--- src/rtl/ptq_regs.vh ---
// Purpose: Register offsets, field positions and reset values
//          for the PHY test control and quick-poll status block
// Assumes: 5-bit management register addresses, 16-bit data
// Notes:   Definitions only
`ifndef PTQ_REGS_VH
`define PTQ_REGS_VH

// Register addresses
`define PTQ_EXT_CTRL_ADDR  5'h10
`define PTQ_QPOLL_ADDR     5'h11

// Extended control fields
`define PTQ_EC_CIPHER_TEST 5
`define PTQ_EC_NRZI        3
`define PTQ_EC_INV_CODE    2
`define PTQ_EC_CIPHER_OFF  0
`define PTQ_EC_RESET       16'h0008

// Quick-poll status fields
`define PTQ_QP_RATE        15
`define PTQ_QP_DUPLEX      14
`define PTQ_QP_AN_HI       13
`define PTQ_QP_AN_LO       11
`define PTQ_QP_SIG_LOST    10
`define PTQ_QP_LOCK_ERR    9
`define PTQ_QP_FALSE_CAR   8
`define PTQ_QP_INV_SYM     7
`define PTQ_QP_HALT_SYM    6
`define PTQ_QP_PREM_END    5
`define PTQ_QP_AN_DONE     4
`define PTQ_QP_NO_SIGNAL   3
`define PTQ_QP_JABBER      2
`define PTQ_QP_REM_FAULT   1
`define PTQ_QP_LINK        0
`define PTQ_QP_RESET       16'h0000

// Cipher key stream generator
`define PTQ_LFSR_SEED      11'h7FF

`endif

--- src/rtl/ptq_top.v ---
// Purpose: Transmit test controls, stream cipher and quick-poll
//          status register of a 10/100 Ethernet PHY
// Assumes: One clock; events arrive as one-cycle pulses from
//          logic on mclk; register access is one-cycle strobes
// Notes:   FIFO of 32 entries buffers MII transmit nibbles
`timescale 1ns/100ps
`default_nettype none
`include "ptq_regs.vh"

module ptq_fifo #(
   parameter WIDTH = 5,
   parameter DEPTH = 32,
   parameter AW    = 5
) (
   input  wire             mclk,
   input  wire             sys_rst,
   input  wire             ce,
   input  wire             in_valid,
   output wire             in_ready,
   input  wire [WIDTH-1:0] in_data,
   output wire             out_valid,
   input  wire             out_ready,
   output wire [WIDTH-1:0] out_data
);
   reg [WIDTH-1:0] mem [0:DEPTH-1];
   reg [AW-1:0]    wr_ptr;
   reg [AW-1:0]    rd_ptr;
   reg [AW:0]      count;
   wire            push;
   wire            pop;

   assign in_ready  = (count != DEPTH[AW:0]);
   assign out_valid = (count != {(AW+1){1'b0}});
   assign out_data  = mem[rd_ptr];
   assign push      = in_valid & in_ready;
   assign pop       = out_valid & out_ready;

   always @(posedge mclk) begin
      if (sys_rst) begin
         wr_ptr <= {AW{1'b0}};
         rd_ptr <= {AW{1'b0}};
         count  <= {(AW+1){1'b0}};
      end else if (ce) begin
         if (push) begin
            wr_ptr <= (wr_ptr == DEPTH[AW-1:0] - 1'b1) ?
                      {AW{1'b0}} : wr_ptr + 1'b1;
         end
         if (pop) begin
            rd_ptr <= (rd_ptr == DEPTH[AW-1:0] - 1'b1) ?
                      {AW{1'b0}} : rd_ptr + 1'b1;
         end
         if (push & ~pop) begin
            count <= count + 1'b1;
         end else if (pop & ~push) begin
            count <= count - 1'b1;
         end
      end
   end

   // Memory holds no reset so it maps onto plain RAM
   always @(posedge mclk) begin
      if (ce & push) begin
         mem[wr_ptr] <= in_data;
      end
   end
endmodule // ptq_fifo

module ptq_top #(
   parameter FIFO_DEPTH = 32,
   parameter FIFO_AW    = 5
) (
   input  wire        mclk,
   input  wire        sys_rst,
   input  wire        ce,
   input  wire        mgmt_wr,
   input  wire        mgmt_rd,
   input  wire [4:0]  mgmt_addr,
   input  wire [15:0] mgmt_wdata,
   output reg  [15:0] mgmt_rdata,
   output reg         mgmt_rvalid,
   input  wire        hw_mode_pin,
   input  wire        rate_select_pin,
   input  wire        duplex_select_pin,
   input  wire        sw_rate,
   input  wire        sw_duplex,
   input  wire        signal_present,
   input  wire        link_up,
   input  wire        ev_signal_lost,
   input  wire        ev_lock_error,
   input  wire        ev_false_carrier,
   input  wire        ev_invalid_symbol,
   input  wire        ev_halt_symbol,
   input  wire        ev_premature_end,
   input  wire        ev_jabber,
   input  wire        ev_remote_fault,
   input  wire        an_enable,
   input  wire        an_restart,
   input  wire [2:0]  an_state,
   input  wire        an_complete,
   input  wire        tx_en,
   input  wire [3:0]  txd,
   input  wire        tx_er,
   output wire        tx_ready,
   output reg         sym_valid,
   output reg  [4:0]  sym_data,
   input  wire        sym_ready,
   input  wire        rx_sym_valid,
   input  wire [4:0]  rx_sym,
   output reg         rx_out_valid,
   output reg  [4:0]  rx_out_data,
   output reg         nrzi_enable,
   output reg         cipher_test,
   output wire        cipher_active
);
   // Standard 4B/5B data code group
   function [4:0] ptq_std_code;
      input [3:0] n;
      begin
         case (n)
            4'h0:    ptq_std_code = 5'h1E;
            4'h1:    ptq_std_code = 5'h09;
            4'h2:    ptq_std_code = 5'h14;
            4'h3:    ptq_std_code = 5'h15;
            4'h4:    ptq_std_code = 5'h0A;
            4'h5:    ptq_std_code = 5'h0B;
            4'h6:    ptq_std_code = 5'h0E;
            4'h7:    ptq_std_code = 5'h0F;
            4'h8:    ptq_std_code = 5'h12;
            4'h9:    ptq_std_code = 5'h13;
            4'hA:    ptq_std_code = 5'h16;
            4'hB:    ptq_std_code = 5'h17;
            4'hC:    ptq_std_code = 5'h1A;
            4'hD:    ptq_std_code = 5'h1B;
            4'hE:    ptq_std_code = 5'h1C;
            default: ptq_std_code = 5'h1D;
         endcase
      end
   endfunction

   // Forced translation that lets invalid and control codes out
   function [4:0] ptq_test_code;
      input [3:0] n;
      begin
         case (n)
            4'h8:    ptq_test_code = 5'h00;
            4'h9:    ptq_test_code = 5'h0D;
            4'hA:    ptq_test_code = 5'h0C;
            4'hB:    ptq_test_code = 5'h11;
            4'hC:    ptq_test_code = 5'h10;
            4'hD:    ptq_test_code = 5'h19;
            4'hE:    ptq_test_code = 5'h18;
            4'hF:    ptq_test_code = 5'h1F;
            default: ptq_test_code = {1'b0, n};
         endcase
      end
   endfunction

   // Five key bits and the advanced state, shared by both paths
   function [15:0] ptq_step5;
      input [10:0] s;
      reg   [10:0] t;
      reg   [4:0]  k;
      integer      i;
      begin
         t = s;
         k = 5'h00;
         for (i = 0; i < 5; i = i + 1) begin
            k = {k[3:0], t[10] ^ t[8]};
            t = {t[9:0], t[10] ^ t[8]};
         end
         ptq_step5 = {k, t};
      end
   endfunction

   // Reset word kept as a sized constant so single bits can be picked
   localparam [15:0] EC_RST = `PTQ_EC_RESET;

   reg  [1:0]  hw_mode_sync;
   reg  [1:0]  rate_sync;
   reg  [1:0]  duplex_sync;
   reg  [1:0]  sig_sync;
   reg         inv_code_test;
   reg         cipher_off;
   reg  [2:0]  an_monitor;
   reg         lh_signal_lost;
   reg         lh_lock_error;
   reg         lh_false_carrier;
   reg         lh_invalid_symbol;
   reg         lh_halt_symbol;
   reg         lh_premature_end;
   reg         lh_jabber;
   reg         lh_remote_fault;
   reg         ll_link;
   reg  [10:0] tx_lfsr;
   reg  [10:0] rx_lfsr;
   wire        rate_status;
   wire        duplex_status;
   wire        qp_read;
   wire        ec_write;
   wire [15:0] ext_ctrl_value;
   wire [15:0] qpoll_value;
   wire        fifo_valid;
   wire        fifo_ready;
   wire [4:0]  fifo_data;
   wire [15:0] tx_step;
   wire [15:0] rx_step;
   wire [4:0]  tx_code;

   // Pins are asynchronous to mclk; only stage two is read
   always @(posedge mclk) begin
      if (sys_rst) begin
         hw_mode_sync <= 2'h0;
         rate_sync    <= 2'h0;
         duplex_sync  <= 2'h0;
         sig_sync     <= 2'h0;
      end else if (ce) begin
         hw_mode_sync <= {hw_mode_sync[0], hw_mode_pin};
         rate_sync    <= {rate_sync[0], rate_select_pin};
         duplex_sync  <= {duplex_sync[0], duplex_select_pin};
         sig_sync     <= {sig_sync[0], signal_present};
      end
   end

   // Configuration only, never link state
   assign rate_status   = hw_mode_sync[1] ? rate_sync[1] :
                          sw_rate;
   assign duplex_status = hw_mode_sync[1] ? duplex_sync[1] :
                          sw_duplex;

   assign qp_read  = mgmt_rd & (mgmt_addr == `PTQ_QPOLL_ADDR);
   assign ec_write = mgmt_wr & (mgmt_addr == `PTQ_EXT_CTRL_ADDR);

   // Reserved bits are dropped on write and read back zero
   always @(posedge mclk) begin
      if (sys_rst) begin
         inv_code_test <= EC_RST[`PTQ_EC_INV_CODE];
         cipher_off    <= EC_RST[`PTQ_EC_CIPHER_OFF];
         nrzi_enable   <= EC_RST[`PTQ_EC_NRZI];
         cipher_test   <= EC_RST[`PTQ_EC_CIPHER_TEST];
      end else if (ce & ec_write) begin
         inv_code_test <= mgmt_wdata[`PTQ_EC_INV_CODE];
         cipher_off    <= mgmt_wdata[`PTQ_EC_CIPHER_OFF];
         nrzi_enable   <= mgmt_wdata[`PTQ_EC_NRZI];
         cipher_test   <= mgmt_wdata[`PTQ_EC_CIPHER_TEST];
      end
   end

   assign ext_ctrl_value = {10'h000, cipher_test, 1'b0,
                            nrzi_enable, inv_code_test, 1'b0,
                            cipher_off};

   // Event in the read cycle wins, so it is seen on the next read
   always @(posedge mclk) begin
      if (sys_rst) begin
         lh_signal_lost    <= 1'b0;
         lh_lock_error     <= 1'b0;
         lh_false_carrier  <= 1'b0;
         lh_invalid_symbol <= 1'b0;
         lh_halt_symbol    <= 1'b0;
         lh_premature_end  <= 1'b0;
         lh_jabber         <= 1'b0;
         lh_remote_fault   <= 1'b0;
         ll_link           <= 1'b0;
      end else if (ce) begin
         lh_signal_lost    <= (lh_signal_lost & ~qp_read) |
                              ev_signal_lost;
         lh_lock_error     <= (lh_lock_error & ~qp_read) |
                              ev_lock_error;
         lh_false_carrier  <= (lh_false_carrier & ~qp_read) |
                              ev_false_carrier;
         lh_invalid_symbol <= (lh_invalid_symbol & ~qp_read) |
                              ev_invalid_symbol;
         lh_halt_symbol    <= (lh_halt_symbol & ~qp_read) |
                              ev_halt_symbol;
         lh_premature_end  <= (lh_premature_end & ~qp_read) |
                              ev_premature_end;
         lh_jabber         <= (lh_jabber & ~qp_read) |
                              ev_jabber;
         lh_remote_fault   <= (lh_remote_fault & ~qp_read) |
                              ev_remote_fault;
         ll_link           <= qp_read ? link_up :
                              (ll_link & link_up);
      end
   end

   // A read also reloads the monitor with the present state
   always @(posedge mclk) begin
      if (sys_rst) begin
         an_monitor <= 3'h0;
      end else if (ce) begin
         if (~an_enable | an_restart) begin
            an_monitor <= 3'h0;
         end else if (qp_read) begin
            an_monitor <= an_state;
         end else if (an_state > an_monitor) begin
            an_monitor <= an_state;
         end
      end
   end

   // Nothing here is writable; writes to it are ignored
   assign qpoll_value = {rate_status, duplex_status, an_monitor,
                         lh_signal_lost, lh_lock_error,
                         lh_false_carrier, lh_invalid_symbol,
                         lh_halt_symbol, lh_premature_end,
                         an_complete, ~sig_sync[1], lh_jabber,
                         lh_remote_fault, ll_link};

   // Answer carries the value from before any clear-on-read
   always @(posedge mclk) begin
      if (sys_rst) begin
         mgmt_rdata  <= `PTQ_QP_RESET;
         mgmt_rvalid <= 1'b0;
      end else if (ce) begin
         mgmt_rvalid <= mgmt_rd;
         if (mgmt_rd) begin
            case (mgmt_addr)
               `PTQ_EXT_CTRL_ADDR: mgmt_rdata <= ext_ctrl_value;
               `PTQ_QPOLL_ADDR:    mgmt_rdata <= qpoll_value;
               default:            mgmt_rdata <= 16'h0000;
            endcase
         end
      end
   end

   ptq_fifo #(
      .WIDTH (5),
      .DEPTH (FIFO_DEPTH),
      .AW    (FIFO_AW)
   ) u_tx_fifo (
      .mclk      (mclk),
      .sys_rst   (sys_rst),
      .ce        (ce),
      .in_valid  (tx_en),
      .in_ready  (tx_ready),
      .in_data   ({tx_er, txd}),
      .out_valid (fifo_valid),
      .out_ready (fifo_ready),
      .out_data  (fifo_data)
   );

   // Scrambling is a 100 Mb/s function only
   assign cipher_active = rate_status & ~cipher_off;
   assign tx_step       = ptq_step5(tx_lfsr);
   assign rx_step       = ptq_step5(rx_lfsr);
   assign fifo_ready    = ~sym_valid | sym_ready;

   // Test table needs both the control bit and the error strobe
   assign tx_code = (inv_code_test & fifo_data[4]) ?
                    ptq_test_code(fifo_data[3:0]) :
                    ptq_std_code(fifo_data[3:0]);

   // Output register stalls the FIFO while downstream is busy
   always @(posedge mclk) begin
      if (sys_rst) begin
         sym_valid <= 1'b0;
         sym_data  <= 5'h00;
         tx_lfsr   <= `PTQ_LFSR_SEED;
      end else if (ce) begin
         if (fifo_ready) begin
            sym_valid <= fifo_valid;
         end
         if (fifo_valid & fifo_ready) begin
            sym_data <= tx_code ^ (cipher_active ?
                        tx_step[15:11] : 5'h00);
            if (cipher_active) begin
               tx_lfsr <= tx_step[10:0];
            end
         end
      end
   end

   // Descrambler assumes key alignment is kept by the far end
   always @(posedge mclk) begin
      if (sys_rst) begin
         rx_out_valid <= 1'b0;
         rx_out_data  <= 5'h00;
         rx_lfsr      <= `PTQ_LFSR_SEED;
      end else if (ce) begin
         rx_out_valid <= rx_sym_valid;
         if (rx_sym_valid) begin
            rx_out_data <= rx_sym ^ (cipher_active ?
                           rx_step[15:11] : 5'h00);
            if (cipher_active) begin
               rx_lfsr <= rx_step[10:0];
            end
         end
      end
   end
endmodule // ptq_top
`default_nettype wire

--- config.mk ---
export PLATFORM = sky130hd
export DESIGN_NAME = ptq_top
export DESIGN_NICKNAME = d
export VERILOG_FILES = /design/src/rtl/ptq_top.v
export VERILOG_INCLUDE_DIRS = /design/src /design/src/rtl
export SDC_FILE = /design/constraint.sdc
export NUM_CORES = 1
export LEC_CHECK = 0
export BUFFER_PORTS_ARGS = -buffer_cell sky130_fd_sc_hd__buf_2
export CAP_MARGIN = 10
export CORE_ASPECT_RATIO = 1.4
export CORE_MARGIN = 8
export CORE_UTILIZATION = 35
export CTS_CLUSTER_SIZE = 40
export DETAILED_ROUTE_END_ITERATION = 10
export HOLD_SLACK_MARGIN = 0.05
export PLACE_DENSITY = 0.49
export SYNTH_ARGS = -nofsm -noshare
export SYNTH_HDL_FRONTEND = slang
export SYNTH_SLANG_ARGS = --single-unit
--- constraint.sdc ---
create_clock -name mclk -period 7.2 [get_ports mclk]
set_input_delay 1.44 -clock mclk [delete_from_list [all_inputs] [get_ports mclk]]
set_output_delay 1.44 -clock mclk [all_outputs]
set_load 0.02 [all_outputs]
==> results.json <==
{
  "dpl-instance-area_um2": 11310,
  "worstSetupPathDepth": 5,
  "grt_pass1_vias": 6549,
  "r2r_slack_ns": 3.82,
  "htreeDepth": 1,
  "postLayoutCellArea_um2": 12190,
  "postCtsSetupBuffers": 0,
  "ir_drop_mv": 0.1708,
  "cts-root-buf": "clkbuf_16",
  "die_w_um": 163.2,
  "syn_avg_cell_area_um2": 13.31,
  "min_period_over_period_pct": 54.55,
  "antenna_left": 0,
  "cts_tree": "built",
  "fmax_ghz": 0.2546,
  "core_um2": 29940,
  "reg2reg_depth": 9,
  "clock_skew_ns": 0.01107,
  "gp_congestion": 0.7395,
  "vias_per_cell": 5.088,
  "finalWirelength_um": 24570,
  "fill_cells": 2835,
  "cp.required_ns": 5.76,
  "multi_input_area_um2": 3607,
  "startpoint": "sw_rate",
  "endpoint": "cipher_active",
  "drv_cap": 0,
  "yosys_most_used_dff": "edfxtp_1",
  "dpl.cell_count": 1225,
  "status": "complete, no violations",
  "drive_gt1_share_pct": 19.59,
  "mostFrequentLayoutCell": "edfxtp_1",
  "hold_buffers": 0,
  "yosysUniqueCellTypes": 62,
  "critical_path_arrival_ns": 2.49,
  "synthArstFlopShare_pct": 0,
  "io_buffers": 80,
  "dieArea_um2": 36250,
  "crit_buf_inv": 3,
  "timing.rr.end": "sym_data[1]$_SDFFE_PP0P_",
  "synth-edff-count": 160,
  "grt_pass1_wl_um": 37920,
  "hold_viol": 0,
  "cp_cell_sequence": "buf_2 -> mux2i_1 -> or2_2 -> inv_1 -> buf_2",
  "grt.total_usage_pct": 13.25,
  "crit_top_cell": "buf_2",
  "cts_resized": 0,
  "cpPeakStageDelay_ns": 0.36,
  "rows": 75,
  "finalSetupTns_ns": 0,
  "nNetsFinal": 945,
  "endpoint_kind": "output port",
  "fin_cells": 1273,
  "slowest_stage": "or2_2",
  "antenna_found_initial": 0,
  "ys_ff_latch": 256,
  "seq_area_frac_synth_pct": 63.34,
  "ff_latch_area_um2": 6729,
  "vias": 6477,
  "clockBufferDepth": 3,
  "initial_core_util_pct": 35.47,
  "min_period_ns": 3.928,
  "clkTransAtPathRegs_ns": 0.06,
  "rsz0062_at_grt": "no",
  "initialDrtViolationCount": 349,
  "cp-start-kind": "input pin",
  "critPathKind": "in2out",
  "hold_class": "reg2reg",
  "worst_pin_slew_ns": 0.7871,
  "drcViolationCount": 0,
  "place.detailed.hpwl_um": 16010,
  "wl_per_cell_um": 19.30,
  "clk-insertion-delay-late_ns": 0.54,
  "powerDensity_nw_per_um2": 321.4,
  "crit_path_max_fanout": 17,
  "syn_to_final_growth_pct": 14.82,
  "drtPass1Iterations": 4,
  "antenna_cells": 0,
  "cts_sinks": 256,
  "io_pins": 93,
  "mostFrequentLayoutCells": "160 x edfxtp_1, 107 x nor2_1, 94 x dfxtp_1, 80 x buf_2, 72 x nand2_1",
  "syn-num-nets": 874,
  "crit_family": "buffers and inverters",
  "grt_max_degree": 70,
  "total_leakage_power_nw": 4.308,
  "setup_viol": 0,
  "cts_buffers": 27,
  "yosys_warnings": 0,
  "syn-cell-area_um2": 10620,
  "relSlewSlack_pct": 47.40,
  "gr-total-overflow": 0,
  "syn_inst": 798,
  "post-route-util_pct": 40.73,
  "timing.final.max_slew_violations": 0,
  "power.total_w": 0.003918,
  "dieHeight_um": 222.1
}
per-layer routing:
metal  vias to the layer above  track usage (%)  wire length [um]  part of all wire, %
met5                         -                0                 0                    0
met4                         0            4.896               666                  2.7
met3                        44            2.285              1379                  5.6
met2                       158            23.09             12080                   49
met1                      3141            15.92             10450                   43
li1                       3134                -                 -                    -
through the flow:
stage	hold WS, ns	setup slack [ns]
3_3_place_gp	0.4495	3.213
2_1_floorplan	0.4404	3.666
5_1_grt	0.4976	3.196
4_1_cts	0.4684	3.223
3_5_place_dp	0.4581	3.224
6_report	0.4707	3.272
cells by family (layout without fill, tap and decap cells):
family | Yosys count | after routing | share of synthesized area (%)
DFF | 256 | 256 | 63.34
xor gates and xnor gates | 18 | 18 | 1.485
AOI/OAI and AO/OA | 127 | 127 | 8.319
buffers and inverters | 57 | 147 | 2.686
and+or+nand+nor | 251 | 251 | 10.50
adders and majority gates | 16 | 16 | 1.956
muxes | 73 | 73 | 11.71
report_power, final:
part / internal [W] / switching (W) / leakage, nW
registers: 0.00163 / 0.0000486 / 2.22
clock network: 0.000827 / 0.000575 / 0.428
logic: 0.000370 / 0.000471 / 1.66
total: 0.00282 / 0.00109 / 4.31
how the worst min path moves through the flow:
stage                                      from                          endpoint  cells after the start
6_report               mgmt_rvalid$_SDFFE_PP0P_          mgmt_rvalid$_SDFFE_PP0P_                      2
4_1_cts                mgmt_rvalid$_SDFFE_PP0P_          mgmt_rvalid$_SDFFE_PP0P_                      2
2_1_floorplan           rx_lfsr[1]$_SDFFE_PP1P_           rx_lfsr[6]$_SDFFE_PP1P_                      2
5_1_grt        u_tx_fifo.rd_ptr[4]$_SDFFE_PP0P_  u_tx_fifo.rd_ptr[4]$_SDFFE_PP0P_                      2
3_5_place_dp            tx_lfsr[1]$_SDFFE_PP1P_           tx_lfsr[6]$_SDFFE_PP1P_                      2
3_3_place_gp            tx_lfsr[1]$_SDFFE_PP1P_           tx_lfsr[6]$_SDFFE_PP1P_                      2
state kept, by name (all words and copies together), names as in the netlist, 2 cells and up, named ones only:
register          cells
u_tx_fifo.wr_ptr      5
rx_out_data           5
rx_lfsr              11
mgmt_rdata           16
u_tx_fifo.rd_ptr      5
hw_mode_sync          2
an_monitor            3
duplex_sync           2
tx_lfsr              11
u_tx_fifo.count       6
sig_sync              2
rate_sync             2
sym_data              5
u_tx_fifo.mem       160
Yosys cell counts, drive strengths merged (2+ instances only):
| master | count | share of area (%) |
|---|---|---|
| dfxtp | 96 | 18 |
| and3 | 4 | 0.24 |
| nor4b | 2 | 0.16 |
| and2 | 3 | 0.18 |
| o31a | 3 | 0.33 |
| or4 | 2 | 0.14 |
| inv | 13 | 0.46 |
| a21oi | 30 | 1.4 |
| nor2 | 107 | 3.8 |
| a31oi | 10 | 0.65 |
| o31ai | 5 | 0.48 |
| xnor2 | 18 | 1.5 |
| o21ai | 19 | 0.90 |
| a22oi | 19 | 1.3 |
| o22ai | 2 | 0.12 |
| nand3b | 4 | 0.28 |
| or3b | 2 | 0.16 |
| o221a | 2 | 0.21 |
| edfxtp | 160 | 45 |
| or2 | 5 | 0.29 |
| mux4 | 36 | 8.1 |
| o221ai | 4 | 0.33 |
| a221oi | 4 | 0.33 |
| mux2 | 8 | 0.85 |
| o211ai | 8 | 0.57 |
| clkbuf | 28 | 0.99 |
| nand2 | 72 | 2.5 |
| mux2i | 29 | 2.7 |
| a311oi | 6 | 0.49 |
| or3 | 9 | 0.53 |
| nor3 | 10 | 0.47 |
| a211oi | 4 | 0.28 |
| ha | 15 | 1.8 |
| a21o | 3 | 0.21 |
| buf | 15 | 1.2 |
| nand3 | 19 | 0.90 |
| nor2b | 7 | 0.41 |
| a221o | 2 | 0.19 |
final cells by class:
cell class,instances,share of cell area (%)
tap,385,3.951
multi-input combinational,485,29.58
clock inverter,19,1.652
clock buffer,29,5.603
sequential,256,55.19
inverter,14,0.4310
timing repair buffer,85,3.592
worst reg2reg max path: stages, from the launching register on:
cell      delay (ns)
dfxtp_2         0.31
buf_4           0.57
mux4_1          0.71
a221oi_1        0.28
o21ai_1         0.18
o31a_1          0.25
a21o_1          0.21
and4_4          0.18
or3_1           0.34
a311oi_1        0.26
Power figures use the tool's default switching activity.
